===== src/lock_detect_pkg.sv =====
/*
 * Constants for the loop-two lock detector and second status pin block:
 * register offsets, field positions, reset values, selector and pin type codes.
 * Assumes a byte-wide register port with a 9-bit address.
 */
package lock_detect_pkg;

    localparam int ADDR_W = 9;
    localparam int DATA_W = 8;
    localparam int COUNT_W = 14;
    localparam int SEL_W = 5;
    localparam int TYPE_W = 3;

    // Register offsets
    localparam logic [8:0] OFF_LOCK_COUNT_HIGH = 9'h16a;
    localparam logic [8:0] OFF_LOCK_COUNT_LOW = 9'h16b;
    localparam logic [8:0] OFF_STATUS_PIN_TWO_CONFIG = 9'h16e;
    localparam logic [8:0] OFF_LOST_CLEAR = 9'h182;
    localparam logic [8:0] OFF_LOCK_READBACK = 9'h183;
    localparam logic [8:0] OFF_STATUS_ONE_SELECT = 9'h190;
    localparam logic [8:0] OFF_IRQ_STATUS = 9'h191;
    localparam logic [8:0] OFF_IRQ_ENABLE = 9'h192;
    localparam logic [8:0] OFF_IRQ_CLEAR = 9'h193;

    // Field positions
    localparam int COUNT_HIGH_MSB = 5;
    localparam int SEL_MSB = 7;
    localparam int SEL_LSB = 3;
    localparam int TYPE_MSB = 2;
    localparam int TYPE_LSB = 0;
    localparam int RB_LOOP_TWO_LOCK = 0;
    localparam int RB_LOST_FLAG = 1;
    localparam int RB_LOOP_ONE_LOCK = 2;
    localparam int IRQ_LOCK_GAINED = 0;
    localparam int IRQ_LOCK_LOST = 1;
    localparam int IRQ_W = 2;

    // Reset values
    localparam logic [5:0] RST_COUNT_HIGH = 6'h00;
    localparam logic [7:0] RST_COUNT_LOW = 8'h00;
    localparam logic [4:0] RST_SEL_TWO = 5'h00;
    localparam logic [2:0] RST_TYPE_TWO = 3'h6;
    localparam logic [4:0] RST_SEL_ONE = 5'h00;

    // Status pin source codes
    localparam logic [4:0] SRC_LOW = 5'h00;
    localparam logic [4:0] SRC_LOOP_ONE_LOCK = 5'h01;
    localparam logic [4:0] SRC_LOOP_TWO_LOCK = 5'h02;
    localparam logic [4:0] SRC_BOTH_LOCK = 5'h03;
    localparam logic [4:0] SRC_HOLDOVER = 5'h04;
    localparam logic [4:0] SRC_DAC_LOCKED = 5'h05;
    localparam logic [4:0] SRC_RESERVED = 5'h06;
    localparam logic [4:0] SRC_READBACK = 5'h07;
    localparam logic [4:0] SRC_DAC_RAIL = 5'h08;
    localparam logic [4:0] SRC_DAC_LOW = 5'h09;
    localparam logic [4:0] SRC_DAC_HIGH = 5'h0a;
    localparam logic [4:0] SRC_ONE_N = 5'h0b;
    localparam logic [4:0] SRC_ONE_N_HALF = 5'h0c;
    localparam logic [4:0] SRC_TWO_N = 5'h0d;
    localparam logic [4:0] SRC_TWO_N_HALF = 5'h0e;
    localparam logic [4:0] SRC_ONE_R = 5'h0f;
    localparam logic [4:0] SRC_ONE_R_HALF = 5'h10;
    localparam logic [4:0] SRC_TWO_R = 5'h11;
    localparam logic [4:0] SRC_TWO_R_HALF = 5'h12;

    // Pin output types
    localparam logic [2:0] TYPE_PUSH_PULL = 3'h3;
    localparam logic [2:0] TYPE_PUSH_PULL_INV = 3'h4;
    localparam logic [2:0] TYPE_OPEN_DRAIN = 3'h6;

    // Divider indices for the half-rate toggles
    localparam int DIV_ONE_N = 0;
    localparam int DIV_TWO_N = 1;
    localparam int DIV_ONE_R = 2;
    localparam int DIV_TWO_R = 3;
    localparam int DIV_COUNT = 4;

    // True when a selector routes loop-two lock detect on its own
    function automatic logic routes_loop_two(input logic [4:0] sel);
        return sel == SRC_LOOP_TWO_LOCK;
    endfunction

    // True when a selector uses loop-two lock detect at all
    function automatic logic uses_loop_two(input logic [4:0] sel);
        return (sel == SRC_LOOP_TWO_LOCK) || (sel == SRC_BOTH_LOCK);
    endfunction

endpackage


===== src/lock_counter.sv =====
/*
 * Consecutive in-window comparison counter that produces digital lock detect.
 * Assumes one comparison result per i_compare_valid pulse from the phase detector.
 */
`timescale 1ns/1ps
module lock_counter #(
    parameter int COUNT_W = 14
) (
    input wire logic i_clock, // System clock
    input wire logic i_rst, // Synchronous reset, active high
    input wire logic i_compare_valid, // One comparison completed this cycle
    input wire logic i_in_window, // That comparison fell inside the window
    input wire logic [COUNT_W-1:0] i_threshold, // Programmed cycle count
    output logic o_lock // Digital lock detect
);
    logic [COUNT_W-1:0] count_q, count_d;
    logic lock_q, lock_d;

    // Count saturates at the threshold so a long lock never wraps
    always_comb begin
        count_d = count_q;
        if (i_threshold == '0) begin
            count_d = '0; // Zero threshold is invalid, never locks
        end else if (i_compare_valid && !i_in_window) begin
            count_d = '0;
        end else if (i_compare_valid && count_q < i_threshold) begin
            count_d = count_q + COUNT_W'(1);
        end
        lock_d = (i_threshold != '0) && (count_d >= i_threshold);
    end

    // State registers
    always_ff @(posedge i_clock) begin
        if (i_rst) begin
            count_q <= '0;
            lock_q <= 1'b0;
        end else begin
            count_q <= count_d;
            lock_q <= lock_d;
        end
    end

    assign o_lock = lock_q;
endmodule // lock_counter


===== src/status_pin_driver.sv =====
/*
 * Output stage of a status pin: push-pull, inverted push-pull or open drain.
 * Assumes the pad resolves the level from pin value and enable outside.
 */
`timescale 1ns/1ps
module status_pin_driver (
    input wire logic i_clock, // System clock
    input wire logic i_rst, // Synchronous reset, active high
    input wire logic i_level, // Selected source level
    input wire logic [2:0] i_type, // Output type code
    output logic o_pin, // Pin drive value
    output logic o_pin_oe // Pin output enable
);
    import lock_detect_pkg::*;

    logic pin_q, pin_d;
    logic oe_q, oe_d;

    // Reserved type codes leave the pin undriven rather than guess a mode
    always_comb begin
        pin_d = 1'b0;
        oe_d = 1'b0;
        case (i_type)
            TYPE_PUSH_PULL: begin
                pin_d = i_level;
                oe_d = 1'b1;
            end
            TYPE_PUSH_PULL_INV: begin
                pin_d = !i_level;
                oe_d = 1'b1;
            end
            TYPE_OPEN_DRAIN: begin
                pin_d = 1'b0;
                oe_d = !i_level;
            end
            default: begin
                pin_d = 1'b0;
                oe_d = 1'b0;
            end
        endcase
    end

    // Registered so the pad sees no glitches from the selector
    always_ff @(posedge i_clock) begin
        if (i_rst) begin
            pin_q <= 1'b0;
            oe_q <= 1'b0;
        end else begin
            pin_q <= pin_d;
            oe_q <= oe_d;
        end
    end

    assign o_pin = pin_q;
    assign o_pin_oe = oe_q;
endmodule // status_pin_driver


===== src/lock_detect_status_select.sv =====
/*
 * Loop-two lock detect configuration, second status pin source and type
 * selection, lock-lost flag, readback and interrupt logic.
 * Assumes a byte-wide register port (read data one cycle after the strobe)
 * and that all status sources are synchronous to i_clock.
 */
// Design decision made here: strobed register access.

// Operation
// - Fourteen-bit lock threshold: high six bits at lock_count_high, low byte at lock_count_low.
// - Lock asserts after threshold consecutive in-window comparisons; zero never locks.
// - Pin two source selector bits 7:3, reset 0, codes 0 to 7.
// - Codes 8 to 18 route DAC flags and loop-one/loop-two dividers and halves.
// - Pin two type bits 2:0, reset 6: push-pull, inverted, open drain.
// - Loop-two lock readback valid only while a selector routes code 2.
// - Lock-lost flag sets on falling lock edge; clear bit holds it clear.
`timescale 1ns/1ps
module lock_detect_status_select (
    input wire logic i_clock, // System clock, 250 MHz
    input wire logic i_rst, // Synchronous reset, active high
    input wire logic [lock_detect_pkg::ADDR_W-1:0] i_addr, // Register address
    input wire logic [lock_detect_pkg::DATA_W-1:0] i_wdata, // Register write data
    input wire logic i_wr, // Write strobe
    input wire logic i_rd, // Read strobe
    output logic [lock_detect_pkg::DATA_W-1:0] o_rdata, // Read data, cycle after i_rd
    input wire logic i_compare_valid, // Loop-two phase comparison done
    input wire logic i_in_window, // Comparison inside phase window
    input wire logic i_loop_one_lock, // Loop-one lock detect
    input wire logic i_holdover, // Holdover status
    input wire logic i_dac_locked, // DAC locked
    input wire logic i_readback_data, // Serial readback data
    input wire logic i_dac_rail, // DAC at rail
    input wire logic i_dac_low, // DAC low
    input wire logic i_dac_high, // DAC high
    input wire logic i_loop_one_n_div, // Loop-one N divider output
    input wire logic i_loop_two_n_div, // Loop-two N divider output
    input wire logic i_loop_one_r_div, // Loop-one R divider output
    input wire logic i_loop_two_r_div, // Loop-two R divider output
    output logic o_digital_lock_detect, // Loop-two lock detect
    output logic o_loop_two_lock_lost_flag, // Sticky lock-lost flag
    output logic o_lock_status_pin_two, // Status pin two drive value
    output logic o_lock_status_pin_two_oe, // Status pin two output enable
    output logic o_irq // Interrupt, level
);
    import lock_detect_pkg::*;

    // Configuration registers
    logic [5:0] count_high_q, count_high_d;
    logic [7:0] count_low_q, count_low_d;
    logic [4:0] sel_two_q, sel_two_d;
    logic [2:0] type_two_q, type_two_d;
    logic [4:0] sel_one_q, sel_one_d;
    logic lost_clear_q, lost_clear_d;
    logic [IRQ_W-1:0] irq_en_q, irq_en_d;

    // Status state
    logic lost_flag_q, lost_flag_d;
    logic lock_prev_q, lock_prev_d;
    logic [IRQ_W-1:0] irq_stat_q, irq_stat_d;
    logic [DATA_W-1:0] rdata_q, rdata_d;
    logic [DIV_COUNT-1:0] div_prev_q, div_prev_d;
    logic [DIV_COUNT-1:0] div_half_q, div_half_d;

    logic [COUNT_W-1:0] threshold;
    logic lock;
    logic lock_rise, lock_fall;
    logic readback_lock;
    logic pin_level;
    logic [DIV_COUNT-1:0] div_in;
    logic wr_hit_high, wr_hit_low, wr_hit_cfg, wr_hit_clr, wr_hit_sel1;
    logic wr_hit_en, wr_hit_iclr;

    assign threshold = {count_high_q, count_low_q};
    assign div_in = {i_loop_two_r_div, i_loop_one_r_div, i_loop_two_n_div, i_loop_one_n_div};

    // Consecutive-cycle lock counter
    lock_counter #(
        .COUNT_W(COUNT_W)
    ) u_counter (
        .i_clock(i_clock),
        .i_rst(i_rst),
        .i_compare_valid(i_compare_valid),
        .i_in_window(i_in_window),
        .i_threshold(threshold),
        .o_lock(lock)
    );

    // Write address decode
    always_comb begin
        wr_hit_high = 1'b0;
        wr_hit_low = 1'b0;
        wr_hit_cfg = 1'b0;
        wr_hit_clr = 1'b0;
        wr_hit_sel1 = 1'b0;
        wr_hit_en = 1'b0;
        wr_hit_iclr = 1'b0;
        if (i_addr == OFF_LOCK_COUNT_HIGH) begin
            wr_hit_high = i_wr;
        end else if (i_addr == OFF_LOCK_COUNT_LOW) begin
            wr_hit_low = i_wr;
        end else if (i_addr == OFF_STATUS_PIN_TWO_CONFIG) begin
            wr_hit_cfg = i_wr;
        end else if (i_addr == OFF_LOST_CLEAR) begin
            wr_hit_clr = i_wr;
        end else if (i_addr == OFF_STATUS_ONE_SELECT) begin
            wr_hit_sel1 = i_wr;
        end else if (i_addr == OFF_IRQ_ENABLE) begin
            wr_hit_en = i_wr;
        end else if (i_addr == OFF_IRQ_CLEAR) begin
            wr_hit_iclr = i_wr;
        end
    end

    // Next values of the software-written registers
    always_comb begin
        count_high_d = count_high_q;
        count_low_d = count_low_q;
        sel_two_d = sel_two_q;
        type_two_d = type_two_q;
        sel_one_d = sel_one_q;
        lost_clear_d = lost_clear_q;
        irq_en_d = irq_en_q;
        if (wr_hit_high) begin
            count_high_d = i_wdata[COUNT_HIGH_MSB:0];
        end
        if (wr_hit_low) begin
            count_low_d = i_wdata;
        end
        if (wr_hit_cfg) begin
            sel_two_d = i_wdata[SEL_MSB:SEL_LSB];
            type_two_d = i_wdata[TYPE_MSB:TYPE_LSB];
        end
        if (wr_hit_clr) begin
            lost_clear_d = i_wdata[0];
        end
        if (wr_hit_sel1) begin
            sel_one_d = i_wdata[SEL_MSB:SEL_LSB];
        end
        if (wr_hit_en) begin
            irq_en_d = i_wdata[IRQ_W-1:0];
        end
    end

    // Configuration registers
    always_ff @(posedge i_clock) begin
        if (i_rst) begin
            count_high_q <= RST_COUNT_HIGH;
            count_low_q <= RST_COUNT_LOW;
            sel_two_q <= RST_SEL_TWO;
            type_two_q <= RST_TYPE_TWO;
            sel_one_q <= RST_SEL_ONE;
            lost_clear_q <= 1'b0;
            irq_en_q <= '0;
        end else begin
            count_high_q <= count_high_d;
            count_low_q <= count_low_d;
            sel_two_q <= sel_two_d;
            type_two_q <= type_two_d;
            sel_one_q <= sel_one_d;
            lost_clear_q <= lost_clear_d;
            irq_en_q <= irq_en_d;
        end
    end

    assign lock_rise = lock && !lock_prev_q;
    assign lock_fall = !lock && lock_prev_q;

    // Readback only reflects lock while a pin routes it; otherwise the
    // detector's level is not meant to be observed
    assign readback_lock = (routes_loop_two(sel_one_q) || routes_loop_two(sel_two_q))
        && lock;

    // Lock-lost flag, edge history and interrupt status
    always_comb begin
        lock_prev_d = lock;
        lost_flag_d = lost_flag_q;
        if (lost_clear_q) begin
            lost_flag_d = 1'b0; // Clear bit held high keeps the flag clear
        end else if (lock_fall) begin
            lost_flag_d = 1'b1;
        end
        irq_stat_d = irq_stat_q;
        if (wr_hit_iclr) begin
            irq_stat_d = irq_stat_q & ~i_wdata[IRQ_W-1:0];
        end
        // Set after clear so an event in the clearing cycle is kept
        if (lock_rise) begin
            irq_stat_d[IRQ_LOCK_GAINED] = 1'b1;
        end
        if (lock_fall) begin
            irq_stat_d[IRQ_LOCK_LOST] = 1'b1;
        end
    end

    // Status registers
    always_ff @(posedge i_clock) begin
        if (i_rst) begin
            lock_prev_q <= 1'b0;
            lost_flag_q <= 1'b0;
            irq_stat_q <= '0;
        end else begin
            lock_prev_q <= lock_prev_d;
            lost_flag_q <= lost_flag_d;
            irq_stat_q <= irq_stat_d;
        end
    end

    // Half-rate divider copies toggle on each rising divider edge
    always_comb begin
        div_prev_d = div_in;
        div_half_d = div_half_q;
        for (int i = 0; i < DIV_COUNT; i++) begin
            if (div_in[i] && !div_prev_q[i]) begin
                div_half_d[i] = !div_half_q[i];
            end
        end
    end

    // Divider edge history
    always_ff @(posedge i_clock) begin
        if (i_rst) begin
            div_prev_q <= div_in; // No false edge after reset
            div_half_q <= '0;
        end else begin
            div_prev_q <= div_prev_d;
            div_half_q <= div_half_d;
        end
    end

    // Source selector for pin two
    always_comb begin
        pin_level = 1'b0;
        case (sel_two_q)
            SRC_LOW: pin_level = 1'b0;
            SRC_LOOP_ONE_LOCK: pin_level = i_loop_one_lock;
            SRC_LOOP_TWO_LOCK: pin_level = lock;
            SRC_BOTH_LOCK: pin_level = i_loop_one_lock && lock;
            SRC_HOLDOVER: pin_level = i_holdover;
            SRC_DAC_LOCKED: pin_level = i_dac_locked;
            SRC_RESERVED: pin_level = 1'b0;
            SRC_READBACK: pin_level = i_readback_data;
            SRC_DAC_RAIL: pin_level = i_dac_rail;
            SRC_DAC_LOW: pin_level = i_dac_low;
            SRC_DAC_HIGH: pin_level = i_dac_high;
            SRC_ONE_N: pin_level = i_loop_one_n_div;
            SRC_ONE_N_HALF: pin_level = div_half_q[DIV_ONE_N];
            SRC_TWO_N: pin_level = i_loop_two_n_div;
            SRC_TWO_N_HALF: pin_level = div_half_q[DIV_TWO_N];
            SRC_ONE_R: pin_level = i_loop_one_r_div;
            SRC_ONE_R_HALF: pin_level = div_half_q[DIV_ONE_R];
            // Loop-two R shares the detector's routing: held low while
            // pin one uses loop-two lock
            SRC_TWO_R: pin_level = !uses_loop_two(sel_one_q) && i_loop_two_r_div;
            SRC_TWO_R_HALF: begin
                pin_level = !uses_loop_two(sel_one_q) && div_half_q[DIV_TWO_R];
            end
            default: pin_level = 1'b0;
        endcase
    end

    // Pin two output stage
    status_pin_driver u_pin_two (
        .i_clock(i_clock),
        .i_rst(i_rst),
        .i_level(pin_level),
        .i_type(type_two_q),
        .o_pin(o_lock_status_pin_two),
        .o_pin_oe(o_lock_status_pin_two_oe)
    );

    // Read mux; unmapped and write-only addresses read zero
    always_comb begin
        rdata_d = '0;
        if (i_rd) begin
            if (i_addr == OFF_LOCK_COUNT_HIGH) begin
                rdata_d = {2'h0, count_high_q};
            end else if (i_addr == OFF_LOCK_COUNT_LOW) begin
                rdata_d = count_low_q;
            end else if (i_addr == OFF_STATUS_PIN_TWO_CONFIG) begin
                rdata_d = {sel_two_q, type_two_q};
            end else if (i_addr == OFF_LOST_CLEAR) begin
                rdata_d = {7'h00, lost_clear_q};
            end else if (i_addr == OFF_LOCK_READBACK) begin
                rdata_d = {5'h00, i_loop_one_lock, lost_flag_q, readback_lock};
            end else if (i_addr == OFF_STATUS_ONE_SELECT) begin
                rdata_d = {sel_one_q, 3'h0};
            end else if (i_addr == OFF_IRQ_STATUS) begin
                rdata_d = {6'h00, irq_stat_q};
            end else if (i_addr == OFF_IRQ_ENABLE) begin
                rdata_d = {6'h00, irq_en_q};
            end
        end
    end

    // Read data stands for exactly one cycle
    always_ff @(posedge i_clock) begin
        if (i_rst) begin
            rdata_q <= '0;
        end else begin
            rdata_q <= rdata_d;
        end
    end

    assign o_rdata = rdata_q;
    assign o_digital_lock_detect = lock;
    assign o_loop_two_lock_lost_flag = lost_flag_q;
    assign o_irq = |(irq_stat_q & irq_en_q);
endmodule // lock_detect_status_select


===== config.mk =====
export PLATFORM = sky130hd
export DESIGN_NAME = lock_detect_status_select
export DESIGN_NICKNAME = d
export VERILOG_FILES = /design/src/lock_detect_pkg.sv /design/src/lock_counter.sv /design/src/status_pin_driver.sv /design/src/lock_detect_status_select.sv
export SDC_FILE = /design/constraint.sdc
export NUM_CORES = 1
export LEC_CHECK = 0
export ABC_CLOCK_PERIOD_IN_PS = 3400
export BUFFER_PORTS_ARGS = -buffer_cell sky130_fd_sc_hd__buf_2
export CAP_MARGIN = 15
export CELL_PAD_IN_SITES_DETAIL_PLACEMENT = 1
export CELL_PAD_IN_SITES_GLOBAL_PLACEMENT = 1
export CORE_MARGIN = 1.5
export CORE_UTILIZATION = 41
export CTS_CLUSTER_SIZE = 14
export DETAILED_ROUTE_END_ITERATION = 8
export GPL_ROUTABILITY_DRIVEN = 0
export PLACE_DENSITY_LB_ADDON = 0.1
export SLEW_MARGIN = 20
export SYNTH_ARGS = -nofsm -noshare
export SYNTH_HDL_FRONTEND = slang
export SYNTH_HIERARCHICAL = 1
export SYNTH_SLANG_ARGS = --single-unit

===== constraint.sdc =====
create_clock -name i_clock -period 3.4 [get_ports i_clock]
set_input_delay 0.68 -clock i_clock [delete_from_list [all_inputs] [get_ports i_clock]]
set_output_delay 0.68 -clock i_clock [all_outputs]
set_load 0.01 [all_outputs]

# --- Yosys cells after proc, flatten, opt, wreduce, memory -nomap -nowiden ---
# Cells that the tools add are included.
totals:
  ff_bits: 67
  in_bits: 34
  out_inout_bits: 13
  elab_cells: 142
op_classes:
  add_sub_neg: 1
  order_cmp: 2
  eq_ne: 31
  mux: 45
  n_bitwise: 4
  n_reduce_logical: 37
ops:
  columns: ["operator", "n"]
  rows:
  - ["== test 9 bit (second input constant)", 9]
  - ["two-way mux 14 bit", 3]
  - ["== test 5 x 4 -> 1 bit (second input constant)", 8]
  - ["two-way mux 8 bit", 5]
  - ["two-way mux 1 bit", 30]
  - ["== test 5 x 2 -> 1 bit (second input constant)", 4]
  - ["case mux 1 bit (17 select lines)", 1]
  - ["== test 5 x 3 -> 1 bit (second input constant)", 3]
  - ["== test 5 bit (second input constant)", 3]
  - ["adder 14 x 1 -> 14 bit (second input constant)", 1]
  - ["greater-or-equal comparator 14 bit", 1]
  - ["logical NOT 14 bit", 1]
  - ["< comparator 14 bit", 1]
  - ["nonzero test 14 bit", 1]
  - ["logical AND 1 bit", 13]
  - ["logical NOT 1 bit", 13]
  - ["OR reduction 2 bit", 4]
  - ["== test 3 bit (second input constant)", 2]
  - ["two-way mux 2 bit", 3]
  - ["two-way mux 6 bit", 1]
  - ["== test 5 x 1 -> 1 bit (second input constant)", 1]
  - ["AND 2 bit", 2]
  - ["case mux 1 bit (2 select lines)", 2]
  - ["nonzero test 2 bit", 2]
  - ["other kinds (5)", 6]

# --- Logic depth before layout (Yosys ltp) ---
depth:
  ltp_word: 10
  mapped_depth: 14
  ltp_nobuf: 13

# --- Hierarchy ---
# The synthesis kept the hierarchy.
by_module_without_submodules:
  columns: ["module", "n_inst", "cells_each", "area_per_inst_um2", "seq_area_each_um2"]
  rows:
  - ["lock_detect_status_select", 1, 271, 2532.4, 1001.0]
  - ["lock_counter", 1, 214, 1720.4, 300.3]
  - ["status_pin_driver", 1, 9, 85.1, 40.0]

# --- Least setup slack after synthesis ---
# No wires, ideal clock.
synth_timing:
  path_type: "flip-flop to flip-flop"
  startpoint: "register count_high_q[3]"
  endpoint: "register u_counter.lock_q (netlist: u_counter/o_lock)"
  setup_ns: 0.128
  arrival_time_ns: 3.242
  t_required_ns: 3.272
  slack_ns: 0.031
  path_stages_with_launch: 14
  n_path_buf: 1
  synth_period_minus_slack_ns: 3.369
  path_cell_list: "dfxtp_1 > inv_1 > ha_1 > a21o_1 > a21o_1 > a2111o_1 > buf_6 > nor3_2 > mux2i_1 > ha_1 > a2111o_1 > a211o_1 > o221ai_1 > a211oi_1"
synth_between:
  elab_chain_cells: 7
  word_cells_on_any_way: 9
  cone_classes: "order compare: 2; mux: 3; reduce/logical: 4"
synth_lines:
  columns: ["element", "line", "source"]
  rows:
  - ["from (decl)", "lock_detect_status_select.sv:48", "logic [5:0] count_high_q, count_high_d;"]
  - ["from (signal assigned)", "lock_detect_status_select.sv:155", "count_high_q <= count_high_d;"]
  - ["< comparator 14 bit", "lock_counter.sv:26", "end else if (i_compare_valid && count_q < i_threshold) begin"]
  - ["logical AND 1 bit", "lock_counter.sv:26", null]
  - ["two-way mux 14 bit", "lock_counter.sv:26", null]
  - ["two-way mux 14 bit", "lock_counter.sv:24", "end else if (i_compare_valid && !i_in_window) begin"]
  - ["two-way mux 14 bit (*)", "lock_counter.sv:22", "if (i_threshold == '0) begin"]
  - ["named net u_counter.count_d[9]", "lock_counter.sv:16", "logic [COUNT_W-1:0] count_q, count_d;"]
  - ["greater-or-equal comparator 14 bit (*)", "lock_counter.sv:29", "lock_d = (i_threshold != '0) && (count_d >= i_threshold);"]
  - ["logical AND 1 bit (*)", "lock_counter.sv:29", null]
  - ["to (signal assigned)", "lock_counter.sv:39", "lock_q <= lock_d;"]
  - ["to (decl)", "lock_counter.sv:17", "logic lock_q, lock_d;"]
# The timed path passes the listed nets; every way through them passes the cells marked *.
# A chain may end at the register's enable or synchronous reset.

# --- Worst setup path after layout ---
layout_timing:
  startpoint: "register u_counter.count_q[3]"
  endpoint: "register u_counter.lock_q (netlist: u_counter/o_lock)"
layout_between:
  elab_chain_cells: 7
  word_cells_on_any_way: 8
  cone_classes: "add/sub: 1; order compare: 2; mux: 3; reduce/logical: 2"
layout_lines:
  columns: ["element", "line", "source"]
  rows:
  - ["from (decl)", "lock_counter.sv:16", null]
  - ["from (signal assigned)", "lock_counter.sv:38", "count_q <= count_d;"]
  - ["< comparator 14 bit", "lock_counter.sv:26", null]
  - ["logical AND 1 bit", "lock_counter.sv:26", null]
  - ["two-way mux 14 bit (*)", "lock_counter.sv:26", null]
  - ["two-way mux 14 bit (*)", "lock_counter.sv:24", null]
  - ["two-way mux 14 bit (*)", "lock_counter.sv:22", null]
  - ["named net u_counter.count_d[4]", "lock_counter.sv:16", null]
  - ["greater-or-equal comparator 14 bit (*)", "lock_counter.sv:29", null]
  - ["logical AND 1 bit (*)", "lock_counter.sv:29", null]
# Marks and branches as above.

==> qor.csv <==
stage,metric,value,unit
route,DRT Pass-1 Iters,4,
logic_synthesis,Post-synth top flop,dfxtp_1,
cts,# clock sinks,67,
timing,worst clock skew,0.0137,ns
place,DP HPWL,10000,um
cts,clk_lat worst skew,0.36,ns
timing,Max Slew Vio Count,0,
route,DRC Markers,0,
layout,final non-filler cell total,703,
logic_synthesis,Synth cell types,74,
critical_path,R2R setup slack,-0.006,ns
timing,Final Hold Fails,0,
cts,H-tree depth,3,
logic_synthesis,Synth Area in Simple Gates,28.2,%
grt,initial antenna violation count,0,
pwr,combinational share of power,6.9,%
pwr,leakage,2.10,nW
timing,Final period util,100,%
logic_synthesis,syn avg cell area,8.78,um^2
critical_path,CP Launch Type,register,
cts,CTS max path bufs,2,
critical_path,Worst setup EP type,register,
critical_path,CP Max Fanout,7,
route,post-route ant nets,0,
outcome,status,"finished, violations left",
grt,first-pass GRT wire length,21100,um
flow_run,total of max-cap violations,0,
die,total die area,11200,um^2
pwr,VDD IR max,0.222,mV
timing,fmax,294,MHz
timing,endpoints failing setup,1,
route,DR WL/cell,19.2,um
critical_path,critical path type,reg2reg,
layout,Ant. Diodes,0,
critical_path,crit path DAT,3.68,ns
route,Post-Route WL,13500,um
hold_path,worst hold-check path type,in2reg,
die,core box area,10300,um^2
logic_synthesis,adder-cell share of the synthesized area,8.08,%
logic_synthesis,post-synth net total,556,
logic_synthesis,Mapped Area,4340,um^2
place,port bufs,46,
cts,"Reg clk slew, reported paths",0.07,ns
pwr,P_int,1.10,mW
die,Die H,106,um
logic_synthesis,register bit total from synthesis,67,
cts,clk root buf,clkbuf_8,
cts,CTS tree,yes,
timing,PnR worst setup slack,-0.00590,ns
timing,Slew @ Worst Pin,0.623,ns
logic_synthesis,post-synthesis mux area share,9.75,%
route,Vias,4055,
grt,largest net degree at the start of global routing,37,
layout,share of layout cells above drive strength 1,25.9,%
layout,Nets,624,
timing,Hold Worst Slack,0.443,ns
die,io pins,47,
die,Die Width,106,um
layout,most frequent cells in the layout,"dfxtp_1 (62), nand2_1 (46), buf_2 (46)",
pwr,Flop pwr share,52.8,%
logic_synthesis,Post-synth EDFFs,0,
layout,"commonest non-fill, non-tap cell in the layout",dfxtp_1,
logic_synthesis,Yosys warnings,6,
outcome,failing checks,setup timing,
logic_synthesis,Synth Area in XOR/XNOR,0.808,%
logic_synthesis,compound-gate portion of the synthesized area,16.8,%
grt,vias in the first global route,4004,
grt,GR Overflow Total,0,
logic_synthesis,"Seq/Total Area, Yosys",30.9,%
route,1st-iter DRT viols,211,
cts,TritonCTS Buffers,9,
pwr,clock share of power,40.3,%
die,Starting Density,42.2,%
critical_path,Worst Path Required,3.68,ns
timing,clock period minus worst slack,3.41,ns
grt,gr usage total,24.2,%
layout,Layout area overhead,20.3,%
timing,max_slew headroom,58.1,%
pwr,sw power,0.411,mW
logic_synthesis,largest family of logic cells by synthesized area,simple AND/OR/NAND/NOR gates,
pwr,sw frac,27.2,%
timing,RSZ-0062 raised after global routing,yes,
logic_synthesis,Gate Count Post-Synth,494,
route,Via density,5.77,
place,Cells after DPL,684,
logic_synthesis,"FFs w/ async S/R, synth",0,%
pwr,total power,1.51,mW
die,FP Rows,37,
pwr,Pwr Density,289,nW/um^2
-- cells by family after synthesis --
kind of cell | count (synthesis)
xor gates and xnor gates | 4
and+or+nand+nor | 205
muxes | 42
adders and majority gates | 28
AOI/OAI and AO/OA | 102
DFF | 67
buffers and inverters | 46
-- final timing paths --
path / startpoint / depth (start not counted) / endpoint
worst max-delay path: u_counter/count_q[3] / 12 / u_counter/o_lock
worst max register to register: u_counter/count_q[3] / 12 / u_counter/o_lock
worst min register to register: count_high_q[1] / 2 / count_high_q[1]
worst min-delay path: i_loop_one_r_div / 1 / div_prev_q[2]
-- repair_timing --
| action | 4_1_cts | 5_1_grt |
|---|---|---|
| gates resized for setup | 2 | 31 |
| buffers inserted | 0 | 3 |
| pin swaps | 2 | 20 |
| hold buffers | 0 | 0 |
| endpoints found under the setup margin | 1 | 1 |
| cloned | 0 | 0 |
-- cell type report --
class                      count  area [um^2]
clock buffer                  13          139
multi-input combinational    381         2970
sequential                    67         1350
fill                        1252         5060
tap                          136          170
timing repair buffer          78          474
clock inverter                 3         25.0
inverter                      25         93.8
-- flip-flops by register name, indices dropped and copies added (netlist names), 4 cells and up --
signal and flops:
div_prev_q 4, div_half_q 4, sel_one_q 5, count_low_q 8
o_rdata 8, sel_two_q 5, count_high_q 6, u_counter/count_q 14
-- critical path, cell delays in order, from the launching register on --
cell and delay (ns):
dfxtp_1 0.50, ha_4 0.26, a211o_1 0.31, o311a_4 0.45, buf_4 0.20, nor4_4 0.34
mux2i_1 0.13, ha_1 0.31, buf_4 0.11, nand4_1 0.09, o21bai_1 0.25, o221ai_2 0.14
a211oi_2 0.24
-- Yosys cell counts (5+ instances only) --
| cell type | instances | area (um^2) |
|---|---|---|
| nor2b_1 | 10 | 62.6 |
| nand3_1 | 16 | 80.1 |
| or3_1 | 7 | 43.8 |
| and4_1 | 5 | 43.8 |
| dfxtp_1 | 67 | 1340 |
| nor4_1 | 7 | 43.8 |
| a22o_1 | 7 | 61.3 |
| nand4_1 | 9 | 56.3 |
| a211oi_1 | 5 | 37.5 |
| inv_1 | 25 | 93.8 |
| nor3_1 | 7 | 35.0 |
| o21a_1 | 11 | 82.6 |
| nor2_1 | 45 | 169 |
| a21oi_1 | 28 | 140 |
| nand2_1 | 46 | 173 |
| mux2i_1 | 40 | 400 |
| nand2b_1 | 8 | 50.1 |
| nor3_2 | 7 | 70.1 |
| a31oi_1 | 5 | 31.3 |
| clkbuf_1 | 7 | 26.3 |
| ha_1 | 28 | 350 |
| o21ai_0 | 10 | 50.1 |
| a21o_1 | 5 | 37.5 |
| buf_6 | 6 | 67.6 |
-- power groups by stage --
stage | sequential [mW] | combinational (mW) | clock (mW)
after floorplan | 0.814 | 0.0570 | 0
after global placement | 0.814 | 0.101 | 0
after detailed placement | 0.815 | 0.103 | 0
after CTS | 0.796 | 0.104 | 0.623
after global routing | 0.797 | 0.112 | 0.656
final | 0.796 | 0.105 | 0.608
-- through the flow --
stage | TNS (ns) | cell area (um^2) | setup slack, ns | utilization (%)
floorplan | 0 | 4340 | 0.0306 | -
global placement | 0 | 4820 | 0.0919 | 46.9
detailed placement | -0.0438 | 4820 | -0.0438 | 46.9
CTS | 0 | 4990 | 0.0139 | 48.6
global route | -0.114 | 5220 | -0.114 | 50.8
finish | -0.00590 | 5220 | -0.00590 | 50.8
-- layer usage --
metal  global-route usage (%)  vias to the layer above  wire length, um
li1                         -                     1936                -
met1                     33.7                     2011             6430
met2                     38.1                       96             6210
met3                     4.95                       12              704
met4                     6.18                        0              135
met5                        0                        -                0
Note: power is estimated with default switching activity, not from simulation.
